$ cat config.mk
export PLATFORM = sky130hd
export DESIGN_NAME = sld_device_flat
export DESIGN_NICKNAME = d
export VERILOG_FILES = /design/src/logic/sld_pkg.sv /design/src/logic/sld_link_if.sv /design/src/logic/sld_device.sv /design/src/flat_wrapper.sv
export VERILOG_INCLUDE_DIRS = /design/src /design/src/logic
export SDC_FILE = /design/constraint.sdc
export NUM_CORES = 1
export LEC_CHECK = 0
export BUFFER_PORTS_ARGS = -buffer_cell sky130_fd_sc_hd__clkbuf_2
export CAP_MARGIN = 20
export CORE_MARGIN = 2
export CORE_UTILIZATION = 50
export DETAILED_ROUTE_END_ITERATION = 8
export GPL_ROUTABILITY_DRIVEN = 0
export PLACE_DENSITY = 0.73
export REMOVE_ABC_BUFFERS = 1
export SETUP_SLACK_MARGIN = 0.05
export SKIP_LAST_GASP = 1
export SYNTH_ARGS = -nofsm -noshare
export SYNTH_HDL_FRONTEND = slang
export SYNTH_SLANG_ARGS = --single-unit
$ cat constraint.sdc
create_clock -name mclk_i -period 1.25 [get_ports mclk_i]
set_clock_uncertainty 0.1 [all_clocks]
set_input_delay 0.1875 -clock mclk_i [delete_from_list [all_inputs] [get_ports mclk_i]]
set_output_delay 0.1875 -clock mclk_i [all_outputs]
set_load 0.01 [all_outputs]
$ cat src/logic/sld_defs.svh
/*
 Constants for the serial latched driver link: widths and timing counts.
 Assumes a 20 MHz system clock on both ends.
*/
`ifndef SLD_DEFS_SVH
`define SLD_DEFS_SVH

`define SLD_WIDTH          8
`define SLD_CHAIN_LEN      2
`define SLD_CLK_NS         50
`define SLD_SHIFT_MAX_MHZ  10
`define SLD_SHIFT_MIN_NS   (1000 / `SLD_SHIFT_MAX_MHZ)
`define SLD_HALF_NS        200
`define SLD_HALF_CYC       ((`SLD_HALF_NS + `SLD_CLK_NS - 1) / `SLD_CLK_NS)

`endif

$ cat src/logic/sld_pkg.sv
/*
 Types shared by both ends of the serial latched driver link.
 Assumes the constants header is compiled alongside.
*/
package sld_pkg;
   typedef enum logic [2:0] {
      SLD_IDLE  = 3'b000,
      SLD_LOW   = 3'b001,
      SLD_HIGH  = 3'b011,
      SLD_LATCH = 3'b010,
      SLD_LREL  = 3'b110
   } sld_host_state_type;
endpackage

$ cat src/logic/sld_link_if.sv
/*
 Link between the controller and the driver device.
 Assumes the bench joins both modports; all signals are plain wires.
*/
`timescale 1ns/10ps
interface sld_link_if;
   logic shift_clock;
   logic latch_clock;
   logic register_clear_n;
   logic output_blank;
   logic chain_data_in;
   logic chain_data_out;

   modport device (
      input  shift_clock,
      input  latch_clock,
      input  register_clear_n,
      input  output_blank,
      input  chain_data_in,
      output chain_data_out
   );
   modport host (
      output shift_clock,
      output latch_clock,
      output register_clear_n,
      output output_blank,
      output chain_data_in,
      input  chain_data_out
   );
endinterface

$ cat src/logic/sld_device.sv
/*
 Driver device end: shift register, storage register, blanked sink outputs.
 Assumes all link pins are asynchronous to mclk_i; each passes two flops
 before any register reads it, and edges of the link clocks are found on
 the synced copies. Only the serial out gate reads the raw clear pin.
*/
`timescale 1ns/10ps
`include "sld_defs.svh"
module sld_device
   import sld_pkg::*;
#(
   parameter int WIDTH = `SLD_WIDTH
) (
   input  wire logic             mclk_i,
   input  wire logic             rst_i,
   sld_link_if.device            link,
   output logic [WIDTH-1:0]      sink_on_o,
   output logic [WIDTH-1:0]      storage_o
);
   initial begin
      if (WIDTH < 2) $error("sld_device: WIDTH must be at least 2");
   end

   logic [1:0]       sck_sync;
   logic [1:0]       lck_sync;
   logic [1:0]       clr_sync;
   logic [1:0]       blank_sync;
   logic [1:0]       din_sync;
   logic             sck_prev;
   logic             lck_prev;
   logic [WIDTH-1:0] shift_reg;
   logic [WIDTH-1:0] next_shift_reg;
   logic [WIDTH-1:0] storage;
   logic [WIDTH-1:0] out_buffer;
   logic             serial_out;
   logic             clear_now;
   logic             blank_now;
   logic             sck_rise;
   logic             sck_fall;
   logic             lck_rise;

   // Rising edge of a synced pin
   function automatic logic edge_up(input logic now_v, input logic was_v);
      return now_v && !was_v;
   endfunction

   // Falling edge of a synced pin
   function automatic logic edge_down(input logic now_v, input logic was_v);
      return !now_v && was_v;
   endfunction

   // Data and both clocks pass equal two-flop chains,
   // so each data bit stays aligned with its clock edge
   // Shift clock pin synchroniser
   always_ff @(posedge mclk_i) begin
      if (rst_i) begin
         sck_sync <= 2'h0;
      end else begin
         sck_sync <= {sck_sync[0], link.shift_clock};
      end
   end

   // Latch clock pin synchroniser
   always_ff @(posedge mclk_i) begin
      if (rst_i) begin
         lck_sync <= 2'h0;
      end else begin
         lck_sync <= {lck_sync[0], link.latch_clock};
      end
   end

   // Clear pin synchroniser, clearing during reset
   always_ff @(posedge mclk_i) begin
      if (rst_i) begin
         clr_sync <= 2'h0;
      end else begin
         clr_sync <= {clr_sync[0], link.register_clear_n};
      end
   end

   // Blanking pin synchroniser, blanked during reset
   always_ff @(posedge mclk_i) begin
      if (rst_i) begin
         blank_sync <= 2'h3;
      end else begin
         blank_sync <= {blank_sync[0], link.output_blank};
      end
   end

   // Serial data pin synchroniser
   always_ff @(posedge mclk_i) begin
      if (rst_i) begin
         din_sync <= 2'h0;
      end else begin
         din_sync <= {din_sync[0], link.chain_data_in};
      end
   end

   // Shift clock history for edge finding
   always_ff @(posedge mclk_i) begin
      if (rst_i) begin
         sck_prev <= 1'h0;
      end else begin
         sck_prev <= sck_sync[1];
      end
   end

   // Latch clock history for edge finding
   always_ff @(posedge mclk_i) begin
      if (rst_i) begin
         lck_prev <= 1'h0;
      end else begin
         lck_prev <= lck_sync[1];
      end
   end

   // registers clear on the synced pin only
   // the raw pin is never read by a register
   // Edges lag the pins by about two cycles
   assign clear_now = !clr_sync[1];
   assign blank_now = blank_sync[1];
   assign sck_rise  = edge_up(sck_sync[1], sck_prev);
   assign sck_fall  = edge_down(sck_sync[1], sck_prev);
   assign lck_rise  = edge_up(lck_sync[1], lck_prev);

   // stage 0 in, toward stage 7
   always_comb begin
      next_shift_reg = {shift_reg[WIDTH-2:0], din_sync[1]};
   end

   always_ff @(posedge mclk_i) begin
      if (rst_i || clear_now) begin
         shift_reg <= '0;
      end else if (sck_rise) begin
         shift_reg <= next_shift_reg;
      end
   end

   // clear zeroes storage
   // Latch copy ignores the shift clock
   always_ff @(posedge mclk_i) begin
      if (rst_i || clear_now) begin
         storage <= '0;
      end else if (lck_rise) begin
         storage <= shift_reg;
      end
   end

   // serial out on falling edge
   // Stage 7 as of the last rising edge;
   // the next stage gets half a period of hold
   always_ff @(posedge mclk_i) begin
      if (rst_i || clear_now) begin
         serial_out <= 1'b0;
      end else if (sck_fall) begin
         serial_out <= shift_reg[WIDTH-1];
      end
   end

   // raw clear pin forces serial out low
   // at once, without waiting for the synchronisers
   assign link.chain_data_out = serial_out && link.register_clear_n;

   // buffer takes storage only while clear high
   always_comb begin
      if (clear_now) begin
         out_buffer = '0;
      end else begin
         out_buffer = storage;
      end
   end

   // a one sinks, a zero is off
   // Registered so the sink outputs never glitch
   always_ff @(posedge mclk_i) begin
      if (rst_i || blank_now) begin
         sink_on_o <= '0;
      end else begin
         sink_on_o <= out_buffer;
      end
   end

   // Stored word, for observation only
   assign storage_o = storage;
endmodule

$ cat src/flat_wrapper.sv
// flat-port wrapper written by rule: the top's interface ports become plain ports
module sld_device_flat import sld_pkg::*;
#(
   parameter int WIDTH = `SLD_WIDTH
)
  (mclk_i, rst_i, sink_on_o, storage_o, link_shift_clock, link_latch_clock, link_register_clear_n, link_output_blank, link_chain_data_in, link_chain_data_out);
  sld_link_if link_i ();
  input  wire logic mclk_i;
  input  wire logic rst_i;
  output logic [WIDTH-1:0] sink_on_o;
  output logic [WIDTH-1:0] storage_o;
  input wire logic [$bits(link_i.shift_clock)-1:0] link_shift_clock;
  input wire logic [$bits(link_i.latch_clock)-1:0] link_latch_clock;
  input wire logic [$bits(link_i.register_clear_n)-1:0] link_register_clear_n;
  input wire logic [$bits(link_i.output_blank)-1:0] link_output_blank;
  input wire logic [$bits(link_i.chain_data_in)-1:0] link_chain_data_in;
  output wire logic [$bits(link_i.chain_data_out)-1:0] link_chain_data_out;
  assign link_i.shift_clock = link_shift_clock;
  assign link_i.latch_clock = link_latch_clock;
  assign link_i.register_clear_n = link_register_clear_n;
  assign link_i.output_blank = link_output_blank;
  assign link_i.chain_data_in = link_chain_data_in;
  assign link_chain_data_out = link_i.chain_data_out;
  sld_device #(.WIDTH(WIDTH)) u_core (.mclk_i(mclk_i), .rst_i(rst_i), .link(link_i), .sink_on_o(sink_on_o), .storage_o(storage_o));
endmodule
==> results of run 1 <==
-- how the worst min path moves through the flow --
stage	startpoint	end	cells after the start
6_report	rst_i	u_core.clr_sync[1]$_SDFF_PP0_	3
5_1_grt	rst_i	u_core.sck_sync[1]$_SDFF_PP0_	3
4_1_cts	rst_i	u_core.clr_sync[1]$_SDFF_PP0_	3
3_5_place_dp	link_output_blank	u_core.blank_sync[0]$_SDFF_PP1_	2
3_3_place_gp	link_output_blank	u_core.blank_sync[0]$_SDFF_PP1_	2
2_1_floorplan	rst_i	u_core.clr_sync[1]$_SDFF_PP0_	1
-- cell type report --
class                   instances  share of cell area
flip-flops and latches         37               0.510
multi-input cells              69               0.294
repair buffers                 31               0.133
clock buffers                   7              0.0379
well taps                      28              0.0241
-- metal layers --
metal,GRT usage,wire (um)
met1,0.156,772
met2,0.222,742
met3,0.0847,142
met4,0.0897,35
met5,0,0
-- cell families after synthesis --
logic type | synth area share
buffers and inverters | 0.0411
AO/OA/AOI/OAI | 0.0360
AND/OR/NAND/NOR | 0.240
multiplexers | 0.0741
flip-flops | 0.609
-- through the flow --
stage	setup WS, ps	util	power (mW)	hold slack (ps)
global route	17.4	0.645	1.96	97.2
floorplan	150	-	1.26	159
CTS	42.2	0.641	1.91	78.4
detailed placement	205	0.594	1.29	273
finish	62.3	0.645	1.89	82.7
global placement	225	0.594	1.28	272
-- worst max-delay path, stage by stage, from the launching register on --
cell and delay, ps:
dfxtp_2 330, and2_4 130, buf_6 110
-- where the power goes --
group | switching (mW) | internal, mW
sequential | 0.00688 | 1.19
clock | 0.353 | 0.265
combinational | 0.0295 | 0.0402
total | 0.389 | 1.50
-- what timing repair did --
action | CTS | global route
endpoints found under the hold margin | 5 | 0
buffers inserted | 0 | 0
gates resized for setup | 1 | 3
setup endpoints to repair | 1 | 1
hold buffers | 5 | 0
-- synthesized netlist by cell type, drive strengths merged --
master and instances:
dfxtp 37, nand2 16, nor2 10, and2 9
mux2i 9, a21oi 8, nor2b 7, buf 5
and2b 4, nand2b 4, or2 2, clkbuf 1
-- cell usage in the layout, fill, tap and decap left out --
cell type       n
a21oi_1         7
a21oi_2         1
and2_1          8
and2_4          1
and2b_1         4
buf_4           3
buf_6           1
clkbuf_1        1
clkbuf_2       22
clkbuf_4        5
clkbuf_8        1
dfxtp_1        36
dfxtp_2         1
dlygate4sd3_1   5
mux2i_1         9
nand2_1        16
nand2b_1        3
nand2b_4        1
nor2_1          8
nor2_2          1
nor2_8          1
nor2b_1         7
or2_2           2
==> metrics.cfg, run 1 <==
[critical_path]
regToRegSetupSlack_ps = 200
startpoint = u_core.serial_out$_SDFFE_PP0P_
worstSetupPathType = flop to output port
reg2reg_depth = 4
endpoint = link_chain_data_out
crit_path_end_kind = output port
crit_path_max_fanout = 2
startpoint_type = flop
regToRegStartpoint = u_core.lck_prev$_SDFF_PP0_
required_ps = 960
r2r-end = u_core.storage_o[7]$_SDFFE_PP0P_
crit_arrival_ps = 900

[route]
vias_per_cell = 4.59
drt_wl_total_mm = 1.69
drtPass1Iterations = 4
drc = 0
first_iter_violations = 7
wire_per_inst_um = 9.84
ant_nets = 0
via_count = 789

[pwr]
p_leak_nw = 0.667
power_density_nw_per_um2 = 1300
ir_worst_vdd_uv = 1040

[clock_network]
cts_tree = yes
cts_sinks = 37
clk_latency_ps = 330
clk_pin_slew_worst_paths_ps = 100
cts_made_buffers = 5
htreeDepth = 2
clk_path_buf_depth = 2
root_buffer = clkbuf_4

[global_route]
grt_pass1_wl_mm = 2.82
grt_overflow = 0
grt_max_degree = 19
grt_use_total = 0.147
antenna_found_initial = 0
grt_pass1_vias = 691

[final_layout]
nNetsFinal = 151
fillCellCount = 198
multi_input_area_um2 = 428
area_growth_pct = 19.5
diodes = 0
finalNonFillerCells = 172
register_area_um2 = 742
post-route-cell-area_um2 = 1450
drive_gt1_frac = 0.278

[flow_run]
max-cap-violations = 0

[floorplan]
die-area_um2 = 2840
fp.dieW_um = 53.3
ios = 24
die_h_um = 53.3
start_util = 0.539
coreArea_um2 = 2250
num_rows = 17

[timing]
fmax_mhz = 842
period_share = 0.950
tns_ps = 0
worstMarginPinSlew_ps = 283
rsz0062_at_grt = yes
hold_viol = 0
post-route-min-period_ps = 1190
finalSetupViolCount = 0
relSlewSlack = 0.811
slew_violations = 0

[synth]
yosys_warnings = 0
netlist.area_leader.share = 0.609
synth_top_area_cell = dfxtp_1
yosysSeqAreaShare = 0.609
synth.top_cells.by_area = dfxtp_1, mux2i_1, nand2_1, and2_1, nor2b_1
syn-cell-area_um2 = 1220
syn_area_per_cell_um2 = 10.9
synthCells = 112
ys_types = 19
ys_seq_elements = 37

[placed_design]
placed_area_um2 = 1340
io_buffer_count = 23
dp_cells = 160
post-dp-hpwl_mm = 1.11

[worst_hold_path]
min_path_type = input pin to flop

[outcome]
status = complete, no violations

Power figures use the tool's default switching activity.
==> run 2, diff against run 1 <==
Settings changed: BUFFER_PORTS_ARGS -buffer_cell sky130_fd_sc_hd__clkbuf_2 to default, DONT_BUFFER_PORTS from default to 1, PLACE_DENSITY 0.73 to default.
Clock period 1.25 ns to 1.3 ns, I/O delays scaled along.
==> metrics.cfg, run 2 (synthesis gave the netlist of run 1 again) <==
[clock_network]
cts_setup_buffers = 0  ; unchanged
clk_pin_slew_worst_paths_ps = 100  ; about the same
cts_made_buffers = 5  ; unchanged
root_buffer = clkbuf_4
htreeDepth = 2  ; unchanged
cts_tree = yes
clk_path_buf_depth = 2  ; unchanged
cts_sinks = 37  ; unchanged
cts_resized = 0  ; -1
clk_latency_ps = 320  ; about the same

[placed_design]
post-dp-hpwl_mm = 1.06  ; -4.5%
dp_cells = 136  ; -15%
io_buffer_count = 0  ; -100%

[critical_path]
worstSetupPathType = flop to output port
cpLargestDelayFamily = flip-flops
required_ps = 1000  ; +40 ps
crit_path_end_kind = output port
slowest_stage = dfxtp_1
crit_chain = and2_1
critical_path_buf_inv_count = 0  ; -1
crit_path_max_fanout = 2  ; unchanged
crit_arrival_ps = 840  ; -60 ps
startpoint_type = flop
cp_slowest_stage_delay_ps = 350  ; +20 ps
regToRegSetupSlack_ps = 260  ; +60 ps

[floorplan]
ios = 24  ; unchanged
die_h_um = 53.3  ; unchanged
die-area_um2 = 2840  ; unchanged
start_util = 0.539  ; unchanged
fp.dieW_um = 53.3  ; unchanged
num_rows = 17  ; unchanged
coreArea_um2 = 2250  ; unchanged

[global_route]
grt_overflow = 0  ; unchanged
grt_pass1_vias = 643  ; -6.9%
antenna_found_initial = 0  ; unchanged
grt_use_total = 0.141  ; -0.00627
grt_pass1_wl_mm = 2.64  ; -6.1%
grt_max_degree = 19  ; unchanged

[outcome]
status = complete, no violations

[pwr]
p_leak_nw = 0.559  ; -16%
ir_worst_vdd_uv = 862  ; -17%
power_density_nw_per_um2 = 1350  ; +4.0%

[route]
via_count = 724  ; -8.2%
ant_nets = 0  ; unchanged
drc = 0  ; unchanged
vias_per_cell = 4.86  ; +5.9%
drt_wl_total_mm = 1.69  ; about the same
first_iter_violations = 11  ; +4
drtPass1Iterations = 4  ; unchanged
wire_per_inst_um = 11.4  ; +16%

[timing]
tns_ps = 0  ; unchanged
slew_violations = 0  ; unchanged
rsz0062_at_grt = no
hold_viol = 0  ; unchanged
period_share = 0.873
finalSetupViolCount = 0  ; unchanged
post-route-min-period_ps = 1140
worstMarginPinSlew_ps = 335  ; +51.9 ps
fmax_mhz = 881
relSlewSlack = 0.776  ; -0.0353

[flow_run]
max-cap-violations = 0  ; unchanged

[final_layout]
diodes = 0  ; unchanged
area_growth_pct = 9.47
finalNonFillerCells = 149  ; -13%
drive_gt1_frac = 0.116  ; -0.162
final_common_cell = dfxtp_1
fillCellCount = 220  ; +11%
mostFrequentLayoutCells = dfxtp_1, nand2_1, and2_1, mux2i_1, nor2_1
nNetsFinal = 128  ; -15%

[worst_hold_path]
min_path_type = input pin to flop

run 2: cell type report:
| type | instances | area [um^2] | area share |
|---|---|---|---|
| clock buffer | 7 | 55.1 | 0.0414 |
| multi-input combinational | 69 | 425 | 0.320 |
| timing repair buffer | 8 | 75.1 | 0.0564 |
| tap | 28 | 35.0 | 0.0263 |
| sequential | 37 | 741 | 0.556 |
run 2: worst paths after layout:
check / from / to / cells past startpoint
min: rst_i / u_core.shift_reg[6]$_SDFFE_PP0P_ / 2
max reg2reg: u_core.lck_prev$_SDFF_PP0_ / u_core.storage_o[7]$_SDFFE_PP0P_ / 4
max: u_core.serial_out$_SDFFE_PP0P_ / link_chain_data_out / 1
min reg2reg: u_core.blank_sync[0]$_SDFF_PP1_ / u_core.blank_sync[1]$_SDFF_PP1_ / 1
run 2: repair_timing:
| action | CTS | global route |
|---|---|---|
| hold buffers | 6 | 0 |
| setup endpoints to repair | 0 | 0 |
| endpoints found under the hold margin | 12 | 0 |
run 2: metrics by stage:
| stage | setup WS [ps] | instance area, um^2 | hold slack (ps) | power, mW | util |
|---|---|---|---|---|---|
| finish | 165 | 1330 | 97.9 | 1.80 | 0.590 |
| global route | 106 | 1330 | 98.8 | 1.88 | 0.590 |
| CTS | 127 | 1330 | 81.1 | 1.84 | 0.590 |
| detailed placement | 254 | 1220 | 169 | 1.22 | 0.539 |
| global placement | 273 | 1220 | 168 | 1.22 | 0.539 |
| floorplan | 200 | 1170 | 167 | 1.21 | - |
run 2: power breakdown:
group          leakage (nW)  switching [mW]  internal [mW]  total [mW]
Combinational         0.227          0.0254         0.0326      0.0580
Sequential            0.300         0.00646           1.15        1.16
Clock                0.0314           0.330          0.255       0.586
Total                 0.559           0.362           1.44        1.80
run 2: routing by layer:
metal | GRT usage | wire [um] | up-vias
li1 | - | - | 366
met1 | 0.132 | 729 | 330
met2 | 0.233 | 806 | 23
met3 | 0.0621 | 118 | 5
met4 | 0.115 | 38 | 0
met5 | 0 | 0 | -
==> run 3, diff against run 2 <==
Settings changed: CORE_UTILIZATION 50 to 35.
==> metrics.cfg, run 3 (synthesis gave the netlist of run 1 again) <==
[clock_network]
root_buffer = clkbuf_4
cts_tree = yes
htreeDepth = 2  ; unchanged
clk_path_buf_depth = 2  ; unchanged
cts_made_buffers = 5  ; unchanged
clk_pin_slew_worst_paths_ps = 100  ; about the same
cts_sinks = 37  ; unchanged
clk_latency_ps = 340  ; +20 ps
cts_setup_buffers = 0  ; unchanged

[floorplan]
coreArea_um2 = 3340  ; +48%
die_h_um = 62.9  ; +18%
die-area_um2 = 3960  ; +39%
start_util = 0.364  ; -0.175
num_rows = 21  ; +4
ios = 24  ; unchanged
fp.dieW_um = 62.9  ; +18%

[route]
ant_nets = 0  ; unchanged
via_count = 699  ; -3.5%
drt_wl_total_mm = 1.67  ; -1.4%
wire_per_inst_um = 9.95  ; -13%
first_iter_violations = 18  ; +7
drc = 0  ; unchanged
drtPass1Iterations = 4  ; unchanged
vias_per_cell = 4.16  ; -14%

[critical_path]
slowest_stage = dfxtp_1
cp_slowest_stage_delay_ps = 350  ; about the same
required_ps = 1000  ; about the same
endpoint = link_chain_data_out
regToRegSetupSlack_ps = 260  ; about the same
reg2reg_depth = 4  ; unchanged
crit_arrival_ps = 860  ; +20 ps
critical_path_buf_inv_count = 0  ; unchanged
startpoint_type = flop
worstSetupPathType = flop to output port
startpoint = u_core.serial_out$_SDFFE_PP0P_
crit_cells = 1  ; unchanged
crit_path_end_kind = output port
crit_path_max_fanout = 2  ; unchanged
r2r-end = u_core.storage_o[4]$_SDFFE_PP0P_
cpLargestDelayFamily = flip-flops
crit_chain = and2_1
regToRegStartpoint = u_core.lck_prev$_SDFF_PP0_

[timing]
finalSetupViolCount = 0  ; unchanged
rsz0062_at_grt = no
post-route-min-period_ps = 1160  ; +23.9 ps
setup_ws_ps = 141  ; -23.9 ps
period_share = 0.892  ; +0.0184
worstMarginPinSlew_ps = 347  ; +12.5 ps
hold_viol = 0  ; unchanged
slew_violations = 0  ; unchanged
tns_ps = 0  ; unchanged
relSlewSlack = 0.768  ; -0.00838
fmax_mhz = 863  ; -2.1%

[pwr]
power_mw = 2.18  ; +21%
ir_worst_vdd_uv = 602  ; -30%
p_leak_nw = 0.583  ; +4.3%
power_density_nw_per_um2 = 1550  ; +15%

[placed_design]
dp_slack_ps = 263  ; +8.88 ps
post-dp-hpwl_mm = 1.06  ; -0.23%
io_buffer_count = 0  ; unchanged
dp_cells = 154  ; +13%

[final_layout]
finalNonFillerCells = 168  ; +13%
register_area_um2 = 741  ; unchanged
area_growth_pct = 15.2
multi_input_area_um2 = 425  ; unchanged
mostFrequentLayoutCells = dfxtp_1, nand2_1, and2_1, mux2i_1, nor2_1
drive_gt1_frac = 0.131  ; +0.0154
nNetsFinal = 128  ; unchanged
diodes = 0  ; unchanged
fillCellCount = 331  ; +50%
utilization = 0.420  ; -0.171
final_common_cell = dfxtp_1

[global_route]
grt_overflow = 0  ; unchanged
grt_use_total = 0.106  ; -0.0350
grt_pass1_wl_mm = 3.07  ; +16%
antenna_found_initial = 0  ; unchanged
grt_pass1_vias = 671  ; +4.4%
grt_max_degree = 19  ; unchanged

[worst_hold_path]
min_path_type = input pin to flop

[outcome]
status = complete, no violations

[flow_run]
max-cap-violations = 0  ; unchanged

[run 3: cell types whose count changed in the layout (fill, tap and decap cells not counted)]
cell and change:
clkinv_2 +1, bufinv_16 +2, clkbuf_1 -1, clkbuf_8 -1
[run 3: per-stage QoR]
step	hold slack, ps	area, um^2
6_report	95.9	1400
5_1_grt	86.8	1400
4_1_cts	80.5	1400
3_3_place_gp	167	1240
3_5_place_dp	169	1240
2_1_floorplan	167	1170
[run 3: where the power goes]
| part | leakage, nW | switching [mW] | internal [mW] |
|---|---|---|---|
| combinational | 0.227 | 0.0253 | 0.0326 |
| sequential | 0.300 | 0.00634 | 1.15 |
| clock | 0.0552 | 0.369 | 0.595 |
| total | 0.583 | 0.400 | 1.78 |
[run 3: metal layers]
metal	up-vias	part of all wire	global-route usage
met3	7	0.092	0.0631
met2	24	0.43	0.152
li1	369	-	-
met1	299	0.45	0.115
met5	-	0	0
met4	0	0.032	0.0750
[run 3: how the worst min path moves through the flow]
stage,from,to,depth (start not counted)
floorplan,rst_i,u_core.clr_sync[1]$_SDFF_PP0_,1
global placement,rst_i,u_core.clr_sync[1]$_SDFF_PP0_,1
detailed placement,rst_i,u_core.clr_sync[1]$_SDFF_PP0_,1
CTS,rst_i,u_core.shift_reg[6]$_SDFFE_PP0P_,2
global route,rst_i,u_core.shift_reg[3]$_SDFFE_PP0P_,2
finish,rst_i,u_core.shift_reg[6]$_SDFFE_PP0P_,2
[run 3: layout make-up]
cell class,count,area share
clock inverter,3,0.0464
timing repair buffer,8,0.0536
clock buffer,5,0.0268
sequential,37,0.529
multi-input combinational,69,0.304
tap,46,0.0411
[run 3: repair_timing]
action | CTS | global route
setup endpoints to repair | 0 | 0
resized for setup | 0 | 0
hold endpoints to repair | 12 | 0
hold buffers | 6 | 0
